### src/hw/cieu_pkg.sv
package cieu_pkg;

  // processor register image; all but h pushed on entry (low byte of pc first)
  localparam int NUM_SRC = 8;
  localparam logic [7:0] COND_RESET = 8'h68;    // mask bit set, fixed ones
  localparam int COND_MASK_BIT = 3;
  localparam logic [7:0] OPC_WAIT = 8'h8f;
  localparam logic [7:0] OPC_TRAP = 8'h83;
  localparam logic [15:0] VEC_TRAP = 16'hfffc;
  localparam logic [15:0] VEC_BASE = 16'hffe0;  // source n at base minus 2n
  localparam logic [15:0] SP_RESET = 16'h00ff;
  localparam int STACK_BYTES = 5;
  localparam int QUEUE_BYTES = 3;

  typedef struct packed {
    logic        valid;
    logic        write;
    logic        free;
    logic [15:0] addr;
    logic [7:0]  wdata;
  } cieu_bus_t;

  typedef struct packed {
    logic [15:0] pc;
    logic [7:0]  a;
    logic [7:0]  x;
    logic [7:0]  h;
  } cieu_regs_t;

endpackage

### src/hw/cieu_prio_enc.sv
`timescale 1ns/100ps
module cieu_prio_enc #(
  parameter int N = 8
) (
  input wire logic [N-1:0] i_req,         // qualified requests
  output logic o_any,                     // any request
  output logic [$clog2(N)-1:0] o_idx      // winning index
);
  // lowest index wins
  always_comb
  begin
    o_any = 1'b0;
    o_idx = '0;
    for (int i = N - 1; i >= 0; i--)
    begin
      if (i_req[i])
      begin
        o_any = 1'b1;
        o_idx = i[$clog2(N)-1:0];
      end
    end
  end
endmodule // cieu_prio_enc

### src/hw/cieu_entry.sv
`timescale 1ns/100ps
module cieu_entry #(
  parameter int NUM_SRC = cieu_pkg::NUM_SRC
) (
  input wire logic i_clk_sys,                       // bus clock
  input wire logic i_nrst,                          // async reset, low
  input wire logic [NUM_SRC-1:0] i_src_event,       // one-cycle source events
  input wire logic [NUM_SRC-1:0] i_src_enable,      // local enables
  input wire logic [NUM_SRC-1:0] i_src_flag_clr,    // flag clear strobes
  input wire logic i_instr_done,                    // core: instruction boundary
  input wire logic i_exec_wait,                     // core: wait opcode decoded
  input wire logic i_exec_trap,                     // core: software trap decoded
  input wire logic i_dbg_trap,                      // debug module forces trap
  input wire logic i_cond_load,                     // core: load condition code
  input wire logic [7:0] i_cond_value,              // value to load (stacked copy)
  input wire cieu_pkg::cieu_regs_t i_regs,          // registers to stack
  input wire logic [7:0] i_rdata,                   // read data
  output cieu_pkg::cieu_bus_t o_bus,                // bus cycle
  output logic [NUM_SRC-1:0] o_src_flag,            // pending flags
  output logic [7:0] o_condition_code_reg,          // condition code
  output logic [15:0] o_sp,                         // stack pointer
  output logic [15:0] o_pc,                         // new program counter
  output logic [23:0] o_queue,                      // instruction queue
  output logic o_busy,                              // sequencer owns bus
  output logic o_halted,                            // waiting for interrupt
  output logic o_entry_done                         // one-cycle entry end
);
  typedef enum {ST_RUN, ST_WAIT_FREE, ST_HALT, ST_WAIT_FETCH, ST_PUSH, ST_VEC_HI,
                ST_VEC_LO, ST_FILL} cieu_state_t;

  cieu_state_t state_reg;
  logic [NUM_SRC-1:0] flag_reg;
  logic [7:0] cond_reg;
  logic [15:0] sp_reg;
  logic [15:0] pc_reg;
  logic [15:0] vec_reg;
  logic [23:0] queue_reg;
  logic [2:0] cnt_reg;
  logic any_q;
  logic [$clog2(NUM_SRC)-1:0] win_idx;
  logic [NUM_SRC-1:0] qual;
  logic mask;
  logic take_hw;
  logic take_sw;
  logic [7:0] push_byte;

  assign mask = cond_reg[cieu_pkg::COND_MASK_BIT];
  assign qual = flag_reg & i_src_enable & {NUM_SRC{!mask}};
  assign take_hw = any_q && i_instr_done;
  assign take_sw = i_instr_done && (i_exec_trap || i_dbg_trap);

  cieu_prio_enc #(.N(NUM_SRC)) u_prio (
    .i_req(qual),
    .o_any(any_q),
    .o_idx(win_idx)
  );

  ////////////////////////////////////////////////////////////////////
  // source flags: set wins over clear
  always_ff @(posedge i_clk_sys or negedge i_nrst)
  begin
    if (!i_nrst)
      flag_reg <= '0;
    else
      flag_reg <= (flag_reg & ~i_src_flag_clr) | (i_src_event & i_src_enable);
  end

  ////////////////////////////////////////////////////////////////////
  // condition code
  always_ff @(posedge i_clk_sys or negedge i_nrst)
  begin
    if (!i_nrst)
      cond_reg <= cieu_pkg::COND_RESET;
    else if (state_reg == ST_PUSH && cnt_reg == 3'(cieu_pkg::STACK_BYTES - 1))
      cond_reg[cieu_pkg::COND_MASK_BIT] <= 1'b1;
    else if (state_reg == ST_RUN && i_exec_wait && !take_hw && !take_sw)
      cond_reg[cieu_pkg::COND_MASK_BIT] <= 1'b0;
    else if (state_reg == ST_RUN && i_cond_load)
      cond_reg <= i_cond_value;
  end

  ////////////////////////////////////////////////////////////////////
  // stacked byte order: pcl, pch, x, a, ccr
  always_comb
  begin
    case (cnt_reg)
      3'h0: push_byte = i_regs.pc[7:0];
      3'h1: push_byte = i_regs.pc[15:8];
      3'h2: push_byte = i_regs.x;
      3'h3: push_byte = i_regs.a;
      default: push_byte = cond_reg;
    endcase
  end

  ////////////////////////////////////////////////////////////////////
  // entry sequencer; hardware and software entry share one path
  always_ff @(posedge i_clk_sys or negedge i_nrst)
  begin
    if (!i_nrst)
    begin
      state_reg <= ST_RUN;
      cnt_reg <= '0;
      vec_reg <= '0;
    end
    else
    begin
      case (state_reg)
        ST_RUN:
        begin
          cnt_reg <= '0;
          if (take_hw || take_sw)
          begin
            state_reg <= ST_PUSH;
            vec_reg <= take_hw ? cieu_pkg::VEC_BASE - 16'({win_idx, 1'b0}) : cieu_pkg::VEC_TRAP;
          end
          else if (i_exec_wait)
            state_reg <= ST_WAIT_FREE;
        end
        ST_WAIT_FREE:
          state_reg <= ST_WAIT_FETCH;
        ST_WAIT_FETCH:
          state_reg <= ST_HALT;
        ST_HALT:
          if (any_q)
          begin
            state_reg <= ST_PUSH;
            vec_reg <= cieu_pkg::VEC_BASE - 16'({win_idx, 1'b0});
          end
        ST_PUSH:
        begin
          cnt_reg <= cnt_reg + 3'h1;
          if (cnt_reg == 3'(cieu_pkg::STACK_BYTES - 1))
          begin
            cnt_reg <= '0;
            state_reg <= ST_VEC_HI;
          end
        end
        ST_VEC_HI:
          state_reg <= ST_VEC_LO;
        ST_VEC_LO:
          state_reg <= ST_FILL;
        ST_FILL:
        begin
          cnt_reg <= cnt_reg + 3'h1;
          if (cnt_reg == 3'(cieu_pkg::QUEUE_BYTES - 1))
          begin
            cnt_reg <= '0;
            state_reg <= ST_RUN;
          end
        end
        default:
          state_reg <= ST_RUN;
      endcase
    end
  end

  ////////////////////////////////////////////////////////////////////
  // stack pointer, program counter and queue
  always_ff @(posedge i_clk_sys or negedge i_nrst)
  begin
    if (!i_nrst)
      sp_reg <= cieu_pkg::SP_RESET;
    else if (state_reg == ST_PUSH)
      sp_reg <= sp_reg - 16'h0001;
  end

  always_ff @(posedge i_clk_sys or negedge i_nrst)
  begin
    if (!i_nrst)
    begin
      pc_reg <= '0;
      queue_reg <= '0;
    end
    else if (state_reg == ST_VEC_HI)
      pc_reg[15:8] <= i_rdata;
    else if (state_reg == ST_VEC_LO)
      pc_reg[7:0] <= i_rdata;
    else if (state_reg == ST_FILL)
    begin
      queue_reg <= {queue_reg[15:0], i_rdata};
      pc_reg <= pc_reg + 16'h0001;
    end
  end

  ////////////////////////////////////////////////////////////////////
  // bus cycle for the current state (combinational handshake)
  always_comb
  begin
    o_bus = '0;
    case (state_reg)
      ST_PUSH:
      begin
        o_bus.valid = 1'b1;
        o_bus.write = 1'b1;
        o_bus.addr = sp_reg;
        o_bus.wdata = push_byte;
      end
      ST_VEC_HI:
      begin
        o_bus.valid = 1'b1;
        o_bus.addr = vec_reg;
      end
      ST_VEC_LO:
      begin
        o_bus.valid = 1'b1;
        o_bus.addr = vec_reg + 16'h0001;
      end
      ST_FILL:
      begin
        o_bus.valid = 1'b1;
        o_bus.addr = pc_reg;
      end
      ST_WAIT_FREE:
      begin
        o_bus.valid = 1'b1;
        o_bus.free = 1'b1;
        o_bus.addr = i_regs.pc;
      end
      ST_WAIT_FETCH:
      begin
        o_bus.valid = 1'b1;
        o_bus.addr = i_regs.pc;
      end
      default:
        o_bus = '0;
    endcase
  end

  assign o_src_flag = flag_reg;
  assign o_condition_code_reg = cond_reg;
  assign o_sp = sp_reg;
  assign o_pc = pc_reg;
  assign o_queue = queue_reg;
  assign o_busy = state_reg != ST_RUN;
  assign o_halted = state_reg == ST_HALT;
  assign o_entry_done = state_reg == ST_FILL && cnt_reg == 3'(cieu_pkg::QUEUE_BYTES - 1);

  ////////////////////////////////////////////////////////////////////
  AST_MASK_BLOCKS: assert property (@(posedge i_clk_sys) disable iff (!i_nrst)
    (state_reg == ST_RUN && mask && !i_exec_trap && !i_dbg_trap) |=> state_reg != ST_PUSH)
    else $error("entry started while masked");
  AST_WAIT_ACCEPT: assert property (@(posedge i_clk_sys) disable iff (!i_nrst)
    (state_reg == ST_HALT && any_q) |=> state_reg == ST_PUSH)
    else $error("halt did not end on interrupt");
  AST_BOUNDARY: assert property (@(posedge i_clk_sys) disable iff (!i_nrst)
    (state_reg == ST_RUN && $past(state_reg) == ST_RUN) ##1 state_reg == ST_PUSH |-> $past(i_instr_done))
    else $error("entry without instruction boundary");
  AST_PUSH_LEN: assert property (@(posedge i_clk_sys) disable iff (!i_nrst)
    $rose(state_reg == ST_PUSH) |-> (state_reg == ST_PUSH)[*5] ##1 state_reg == ST_VEC_HI)
    else $error("wrong stacking length");
  AST_MASK_SET: assert property (@(posedge i_clk_sys) disable iff (!i_nrst)
    state_reg == ST_VEC_HI |-> mask)
    else $error("mask not set after stacking");
  AST_FILL_LEN: assert property (@(posedge i_clk_sys) disable iff (!i_nrst)
    $rose(state_reg == ST_FILL) |-> (o_bus.valid && !o_bus.write)[*3] ##1 state_reg == ST_RUN)
    else $error("queue fill not three reads");
  AST_FREE_ONE: assert property (@(posedge i_clk_sys) disable iff (!i_nrst)
    o_bus.free |-> !o_bus.write ##1 !o_bus.free)
    else $error("free cycle too long or a write");
  AST_FLAG_SET: assert property (@(posedge i_clk_sys) disable iff (!i_nrst)
    (i_src_event & i_src_enable) != '0 |=> (o_src_flag & $past(i_src_event & i_src_enable)) != '0)
    else $error("event flag lost");
  AST_COND_LOAD: assert property (@(posedge i_clk_sys) disable iff (!i_nrst)
    (state_reg == ST_RUN && i_cond_load && !i_exec_wait) |=> cond_reg == $past(i_cond_value))
    else $error("condition code not restored");

  COV_HW: cover property (@(posedge i_clk_sys) disable iff (!i_nrst) take_hw ##1 state_reg == ST_PUSH);
  COV_DBG: cover property (@(posedge i_clk_sys) disable iff (!i_nrst) i_dbg_trap && i_instr_done);
  COV_WAIT: cover property (@(posedge i_clk_sys) disable iff (!i_nrst) state_reg == ST_HALT ##1 state_reg == ST_PUSH);
endmodule // cieu_entry

### config.mk
export PLATFORM = sky130hd
export DESIGN_NAME = cieu_entry
export DESIGN_NICKNAME = d
export VERILOG_FILES = /design/src/hw/cieu_pkg.sv /design/src/hw/cieu_prio_enc.sv /design/src/hw/cieu_entry.sv
export SDC_FILE = /design/constraint.sdc
export NUM_CORES = 1
export LEC_CHECK = 0
export BUFFER_PORTS_ARGS = -buffer_cell sky130_fd_sc_hd__buf_2
export CORE_ASPECT_RATIO = 0.6
export CORE_MARGIN = 2
export CORE_UTILIZATION = 53
export DETAILED_ROUTE_END_ITERATION = 12
export GPL_ROUTABILITY_DRIVEN = 1
export GPL_TIMING_DRIVEN = 0
export PLACE_DENSITY_LB_ADDON = 0.15
export SYNTH_ARGS = -nofsm -noshare
export SYNTH_HDL_FRONTEND = slang
export SYNTH_SLANG_ARGS = --single-unit
### constraint.sdc
create_clock -name i_clk_sys -period 5.83 [get_ports i_clk_sys]
set_clock_uncertainty 0.2 [all_clocks]
set_input_delay 1.749 -clock i_clk_sys [delete_from_list [all_inputs] [get_ports i_clk_sys]]
set_output_delay 1.749 -clock i_clk_sys [all_outputs]
set_load 0.02 [all_outputs]
==> results of run 1 <==
==> critical path, delay by kind of cell <==
family,cells,cell delay (ns)
buffers and inverters,2,0.28
AND/OR/NAND/NOR,2,0.16
AO/OA/AOI/OAI,2,0.66
==> area by class of cell <==
type                       count  area share
timing repair buffer         181       0.150
inverter                      26      0.0157
multi-input combinational    386       0.406
clock inverter                 6      0.0115
tap                          112      0.0225
sequential                    84       0.340
buffer                        30      0.0181
clock buffer                  10      0.0368
==> power breakdown <==
group | leakage (nW) | total (mW) | internal (mW) | switching [mW]
Clock | 0.140 | 0.585 | 0.336 | 0.249
Combinational | 1.84 | 2.16 | 0.807 | 1.35
Sequential | 0.999 | 1.15 | 0.859 | 0.289
Total | 2.97 | 3.89 | 2.00 | 1.89
==> stage by stage <==
stage | hold WS [ns] | util | total power, mW | std cells | instance area [um^2]
floorplan | 0.255 | - | 2.52 | 526 | 4850
global placement | 0.282 | 0.678 | 3.19 | 818 | 5890
detailed placement | 0.290 | 0.682 | 3.27 | 819 | 5920
CTS | 0.305 | 0.716 | 3.87 | 835 | 6220
global route | 0.325 | 0.716 | 4.12 | 835 | 6220
finish | 0.303 | 0.716 | 3.89 | 835 | 6220
==> cell usage in the layout (no fill, tap or decap), drive strengths merged, types with 5 or more instances in the layout <==
cell | synthesis | final
mux2 | 31 | 31
nor2 | 32 | 32
nand2 | 56 | 56
a222oi | 8 | 8
o22ai | 6 | 6
nor3 | 12 | 12
buf | 3 | 184
xnor2 | 7 | 7
a22o | 5 | 5
dfstp | 11 | 11
nor2b | 16 | 16
xor2 | 14 | 14
a22oi | 6 | 6
ha | 9 | 9
clkbuf | 27 | 37
dfrtp | 73 | 73
nand3 | 11 | 11
a21oi | 35 | 35
a221oi | 9 | 9
mux2i | 12 | 12
inv | 25 | 27
o21ai | 61 | 61
==> cells by family (layout without fill, tap and decap cells) <==
logic type | Yosys count | in the layout
AND/OR/NAND/NOR | 159 | 159
AO/OA/AOI/OAI | 154 | 154
flip-flops | 84 | 84
buffers and inverters | 56 | 253
multiplexers | 43 | 43
XOR/XNOR | 21 | 21
adder cells (fa/ha/maj) | 9 | 9
==> final timing paths <==
kind	slack, ns	endpoint	cells past startpoint
worst max-delay path	1.02	o_bus[6]	6
worst min-delay path	0.30	o_queue[17]	1
worst max register to register	2.88	o_condition_code_reg[2]	5
worst min register to register	0.30	o_queue[17]	1
max in group asynchronous	3.69	o_sp[7]	2
min in group asynchronous	1.08	o_src_flag[5]	1
==> routing by layer <==
metal	global-route usage	up-vias
li1	-	2279
met4	0.0956	0
met5	0	-
met2	0.475	268
met3	0.0702	36
met1	0.469	2418
==> summary.md, run 1 <==
| Metric | Value |
|---|---|
| Die extent in y | 78.1 um |
| Hold Path Class | reg2reg |
| Slowest stage delay, CP | 0.34 ns |
| Worst setup EP type | output pin |
| Final net count | 814 |
| Antenna cells | 0 |
| Place WS | 1.08 ns |
| Mapped Area | 0.00485 mm^2 |
| Worst skew pair latency | 0.34 ns |
| Filler Cells Inserted | 718 |
| CP Max Fanout | 2 |
| Global-route wire length before repair | 24700 um |
| Final slew viol count | 0 |
| Slowest-stage cell, CP | a221oi_1 |
| Post-synthesis simple-gate area fraction | 0.163 |
| GR Overflow Total | 0 |
| Post-layout minimum cycle time | 4.81 ns |
| Pin count of the biggest net entering global routing | 67 |
| Status | complete, no violations |
| Met2 wire len | 6880 um |
| Clock Path Buffers | 2 |
| Mux cell area share after synthesis | 0.0967 |
| DRT met1 WL | 7080 um |
| CTS tree | built |
| Worst Path Required | 3.88 ns |
| Gate Count Post-Synth | 526 |
| Pwr dens | 626 mW/mm^2 |
| Arr. time, crit path | 2.86 ns |
| Synth unique cells | 56 |
| Synth warnings | 0 |
| Std-Cell Core Area | 0.00869 mm^2 |
| Number of synthesized flops with an enable pin | 0 |
| Area of the multi-input gates | 0.00252 mm^2 |
| Final Cycle Share | 0.825 |
| Synth Flop Type | dfrtp_1 |
| Post-DP HPWL | 12300 um |
| Row cnt | 26 |
| CP Launch Point | i_regs[38] |
| Xor/xnor share of the synthesized area | 0.0379 |
| Die area | 0.00996 mm^2 |
| Post-synthesis adder-cell area fraction | 0.0232 |
| Slack of the critical path | 1.02 ns |
| Fraction of registers with async set/reset | 1.00 |
| Seq/Total Area, Yosys | 0.436 |
| Leading area contributor after synthesis | dfrtp_1 |
| Pleak | 2.97 nW |
| Synthesized net count | 622 |
| Htree depth | 3 |
| Share of cells above drive strength 1 | 0.343 |
| Top-area cell type share of the netlist area | 0.377 |
| DR DRC count | 0 |
| Top-count cell post-synth | dfrtp_1 |
| Initial antenna violation count | 0 |
| Vias in the first global route | 4716 |
| Gpl congestion | 0.894 |
| Avg Inst Size Synth | 9.22 um^2 |
| Synth top area cells | dfrtp_1, mux2_2, o21ai_0, dfstp_2, nand2_1 |
| GRT Util Overall | 0.320 |
| Top layer in use | met4 |
| Via count | 5001 |
| Largest register FFs | 24 |
| Port bufs | 180 |
| Critical path class | in2out |
| Post-DR vias/cell | 5.99 |
| Effective utilization at floorplan | 0.558 |
| Largest family of logic cells by synthesized area | compound AO/OA/AOI/OAI gates |
| Worst Tran Pin Value | 0.983 ns |
| Clock slew at reported path FFs | 0.06 ns |
| Post-Route WL | 15800 um |
| WL/cell | 18.9 um |
| Die width | 127 um |
| Routed wl met3 | 1520 um |
| Seq. cell area | 0.00212 mm^2 |
| Max Cap Viol | 0 |
| Hold buffer count at CTS | 0 |
| Min-delay src | o_queue[17] |
| Synthesized flop and latch total | 84 |
| Hold Vio Cnt, Final | 0 |
| Reg2reg start | o_condition_code_reg[3] |
| Clk sink count | 84 |
| First-pass iteration count of the detailed router | 6 |
| Num CTS Buffers | 9 |
| Unrepaired setup endpoints after global routing | false |
| Slew headroom | 0.340 |
| Finish-stage setup viols | 0 |
| Crit-path cells | buf_2, a222oi_1, nor2_1, a221oi_1, nor2_1, buf_2 |
| Worst vdd ir | 0.298 mV |
| Area delta synth->final | 28.3% |
| Post-synth top cells | dfrtp_1, o21ai_0, nand2_1 |
| Critical path startpoint category | input port |
| Postcts setup bufs | 0 |
| Io pins | 189 |
| TNS Setup | 0 ns |
| DRT iter0 DRCs | 562 |
| Compound-Gate Fraction of Synth Area | 0.200 |
| Post-CTS sizing | 0 |
| DRT antenna net count | 0 |
| Clock root buffer | clkbuf_16 |
| Fmax | 0.208 GHz |
(Power assumes the default switching activity.)
==> inputs of run 2 (changes only) <==
--- a/config.mk
+++ b/config.mk
@@ -5,10 +5,11 @@
 export SDC_FILE = /design/constraint.sdc
 export NUM_CORES = 1
 export LEC_CHECK = 0
+export ABC_AREA = 1
 export BUFFER_PORTS_ARGS = -buffer_cell sky130_fd_sc_hd__buf_2
 export CORE_ASPECT_RATIO = 0.6
 export CORE_MARGIN = 2
-export CORE_UTILIZATION = 53
+export CORE_UTILIZATION = 44
 export DETAILED_ROUTE_END_ITERATION = 12
 export GPL_ROUTABILITY_DRIVEN = 1
 export GPL_TIMING_DRIVEN = 0
==> constraint.sdc (replaced) <==
create_clock -name i_clk_sys -period 4.2 [get_ports i_clk_sys]
set_clock_uncertainty 0.2 [all_clocks]
set_input_delay 1.26 -clock i_clk_sys [delete_from_list [all_inputs] [get_ports i_clk_sys]]
set_output_delay 1.26 -clock i_clk_sys [all_outputs]
set_load 0.02 [all_outputs]
==> summary.md, run 2 <==
| Metric | Value |
|---|---|
| DR DRC count | 0 (unchanged) |
| Htree depth | 3 (unchanged) |
| Clock root buffer | clkbuf_16 (unchanged) |
| Hold Path Class | reg2reg (unchanged) |
| Worst vdd ir | 0.541 mV (was 0.298 mV) |
| WL/cell | 16.2 um (was 18.9 um) |
| Post-synth top cells | nand2_1, inv_1, dfrtp_1 (was dfrtp_1, o21ai_0, nand2_1) |
| Top-area cell type share of the netlist area | 0.384 (was 0.377) |
| Largest register FFs | 24 (unchanged) |
| R2R cell count | 11 (was 5) |
| Synth unique cells | 43 (was 56) |
| Placed Cells | 941 (was 819) |
| Reg2reg start | o_condition_code_reg[3] (unchanged) |
| Worst skew pair latency | 0.34 ns (about the same) |
| Arr. time, crit path | 2.37 ns (was 2.86 ns) |
| Synth top area cells | dfrtp_1, nand2_1, dfstp_2, inv_1, nand3_1 (was dfrtp_1, mux2_2, o21ai_0, dfstp_2, nand2_1) |
| Pint | 2.65 mW (was 2.00 mW) |
| Die area | 0.0117 mm^2 (was 0.00996 mm^2) |
| Post-Route WL | 15500 um (was 15800 um) |
| Clock power share | 0.147 (was 0.150) |
| Initial antenna violation count | 0 (unchanged) |
| Top-count cell post-synth | nand2_1 (was dfrtp_1) |
| Die extent in y | 84.5 um (was 78.1 um) |
| Area delta synth->final | 29.5% (was 28.3%) |
| Post-DR vias/cell | 5.31 (was 5.99) |
| Most common cell after layout, fill and taps aside | buf_2 (unchanged) |
| Non-filler cells in the finished layout | 957 (was 835) |
| Hold Vio Cnt, Final | 0 (unchanged) |
| GR Overflow Total | 0 (unchanged) |
| Unrepaired setup endpoints after global routing | false (unchanged) |
| Gate Count Post-Synth | 621 (was 526) |
| Slack of the critical path | 0.369 ns (was 1.02 ns) |
| TNS Setup | 0 ns (unchanged) |
| Via count | 5081 (was 5001) |
| Gpl congestion | 0.943 (was 0.894) |
| Fraction of registers with async set/reset | 1.00 (unchanged) |
| Status | complete, no violations (unchanged) |
| Slew headroom | 0.559 (was 0.340) |
| Effective utilization at floorplan | 0.450 (was 0.558) |
| Number of synthesized flops with an enable pin | 0 (unchanged) |
| Std-Cell Core Area | 0.0106 mm^2 (was 0.00869 mm^2) |
| Pwr Total | 5.44 mW (was 3.89 mW) |
| Share of cells above drive strength 1 | 0.295 (was 0.343) |
| Pin count of the biggest net entering global routing | 67 (unchanged) |
| DRT antenna net count | 0 (unchanged) |
| Pwr dens | 884 mW/mm^2 (was 626 mW/mm^2) |
| Max Cap Viol | 0 (unchanged) |
| Clock Path Buffers | 2 (unchanged) |
| Die width | 138 um (was 127 um) |
| Post-CTS sizing | 0 (unchanged) |
| Final Hold Slack | 0.267 ns (was 0.303 ns) |
| CTS tree | built (unchanged) |
| CP Max Fanout | 10 (was 2) |
| Synth Flop Type | dfrtp_1 (unchanged) |
| Final net count | 909 (was 814) |
| Clk sink count | 84 (unchanged) |
| Core Util, Final | 0.583 (was 0.716) |
| Post-layout minimum cycle time | 3.83 ns |
| Port bufs | 180 (unchanged) |
| Vias in the first global route | 4796 (was 4716) |
| Avg Inst Size Synth | 7.65 um^2 (was 9.22 um^2) |
| Synthesized flop and latch total | 84 (unchanged) |
| Global-route wire length before repair | 25200 um (was 24700 um) |
| Most frequent cells in the layout | buf_2, nand2_1, inv_1, dfrtp_1, nand3_1 (was buf_2, dfrtp_1, o21ai_0, nand2_1, a21oi_1) |
| Clock slew at reported path FFs | 0.06 ns (about the same) |
| Pleak | 3.28 nW (was 2.97 nW) |
| Leading area contributor after synthesis | dfrtp_1 (unchanged) |
| Synth warnings | 0 (unchanged) |
| DRT iter0 DRCs | 527 (was 562) |
| Place WS | 0.640 ns (was 1.08 ns) |
| Num CTS Buffers | 9 (unchanged) |
| Synthesized net count | 717 (was 622) |
| Worst Tran Pin Value | 0.662 ns (was 0.983 ns) |
| Postcts setup bufs | 0 (unchanged) |
| Final slew viol count | 0 (unchanged) |
| Finish-stage setup viols | 0 (unchanged) |
| Reg power frac | 0.287 (was 0.295) |
| RR Endpoint | vec_reg[4] (was o_condition_code_reg[2]) |
| Flop2flop setup slack | 2.00 ns (was 2.88 ns) |
| Critical path class | reg2out (was in2out) |
| Hold buffer count at CTS | 0 (unchanged) |
| CP endpoint | o_bus[23] (was o_bus[6]) |
| Mapped Area | 0.00475 mm^2 (was 0.00485 mm^2) |
| GRT Util Overall | 0.271 (was 0.320) |
| Critical path startpoint category | register (was input port) |
| Combinational Power Share | 0.566 (was 0.555) |
| Antenna cells | 0 (unchanged) |
| Seq/Total Area, Yosys | 0.445 (was 0.436) |
| CP Launch Point | state_reg[1] (was i_regs[38]) |
| Switching power | 2.80 mW (was 1.89 mW) |
| Io pins | 189 (unchanged) |
| Fmax | 0.261 GHz |
| Final Cycle Share | 0.912 |
| Placed Instance Area | 0.00586 mm^2 (was 0.00592 mm^2) |
| Row cnt | 29 (was 26) |
| Post-DP HPWL | 12300 um (about the same) |
| Post-route cell area | 0.00615 mm^2 (was 0.00622 mm^2) |
| Worst Path Required | 2.74 ns (was 3.88 ns) |
| First-pass iteration count of the detailed router | 5 (was 6) |
| Worst setup EP type | output pin (unchanged) |
| Switching Share | 0.514 (was 0.486) |
[run 2: changes by cell type in the layout (fill, tap and decap cells not counted), moves of 13 or more]
| cell | previous run | this run |
|---|---|---|
| a21oi_1 | 35 | 21 |
| clkbuf_1 | 28 | 11 |
| inv_1 | 25 | 74 |
| inv_2 | 0 | 13 |
| mux2_2 | 31 | 0 |
| nand2_1 | 56 | 159 |
| nand3_1 | 11 | 46 |
| nor2b_1 | 16 | 0 |
| o21ai_0 | 61 | 33 |
| o21ai_1 | 0 | 21 |
[run 2: metal layers]
layer	vias up	track usage	part of all wire
met5	-	0	0
met2	246	0.391	0.42
li1	2454	-	-
met3	19	0.0719	0.091
met4	0	0.0566	0.013
met1	2362	0.410	0.48
[run 2: kinds of logic after synthesis]
| group | after synthesis | share of synthesized area |
|---|---|---|
| AND/OR/NAND/NOR | 281 | 0.259 |
| XOR/XNOR | 12 | 0.0221 |
| buffers and inverters | 106 | 0.0861 |
| flip-flops | 84 | 0.445 |
| multiplexers | 1 | 0.00211 |
| AO/OA/AOI/OAI | 128 | 0.162 |
| adder cells (fa/ha/maj) | 9 | 0.0237 |
[run 2: worst min path at each step]
stage,endpoint,cells past startpoint,slack [ns],from
5_1_grt,o_queue[23],2,0.29,o_queue[23]
6_report,vec_reg[14],2,0.27,vec_reg[14]
4_1_cts,vec_reg[14],2,0.27,vec_reg[14]
3_5_place_dp,vec_reg[14],2,0.25,vec_reg[14]
2_1_floorplan,vec_reg[14],2,0.23,vec_reg[14]
3_3_place_gp,vec_reg[14],2,0.25,vec_reg[14]
[run 2: power by group through the flow]
| stage | registers (mW) | logic, mW | clock network (mW) |
|---|---|---|---|
| 4_1_cts | 1.55 | 3.07 | 0.814 |
| 2_1_floorplan | 1.83 | 1.70 | 0 |
| 3_3_place_gp | 1.55 | 2.99 | 0 |
| 6_report | 1.56 | 3.08 | 0.799 |
| 3_5_place_dp | 1.57 | 3.05 | 0 |
| 5_1_grt | 1.61 | 3.40 | 0.843 |
[run 2: layout make-up]
| type | instances | area (um^2) |
|---|---|---|
| Sequential cell | 84 | 2120 |
| Tap cell | 139 | 174 |
| Fill cell | 1005 | 4400 |
| Timing Repair Buffer | 181 | 931 |
| Clock inverter | 4 | 50.0 |
| Multi-Input combinational cell | 431 | 2230 |
| Buffer | 17 | 73.8 |
| Clock buffer | 12 | 246 |
| Inverter | 89 | 335 |
[run 2: worst max-delay path, stage by stage, from the launching register on]
cell	delay [ns]
dfrtp_1	0.33
buf_4	0.18
nor2_1	0.06
nand2_1	0.09
clkbuf_1	0.52
clkbuf_1	0.48
o211ai_1	0.17
buf_2	0.19
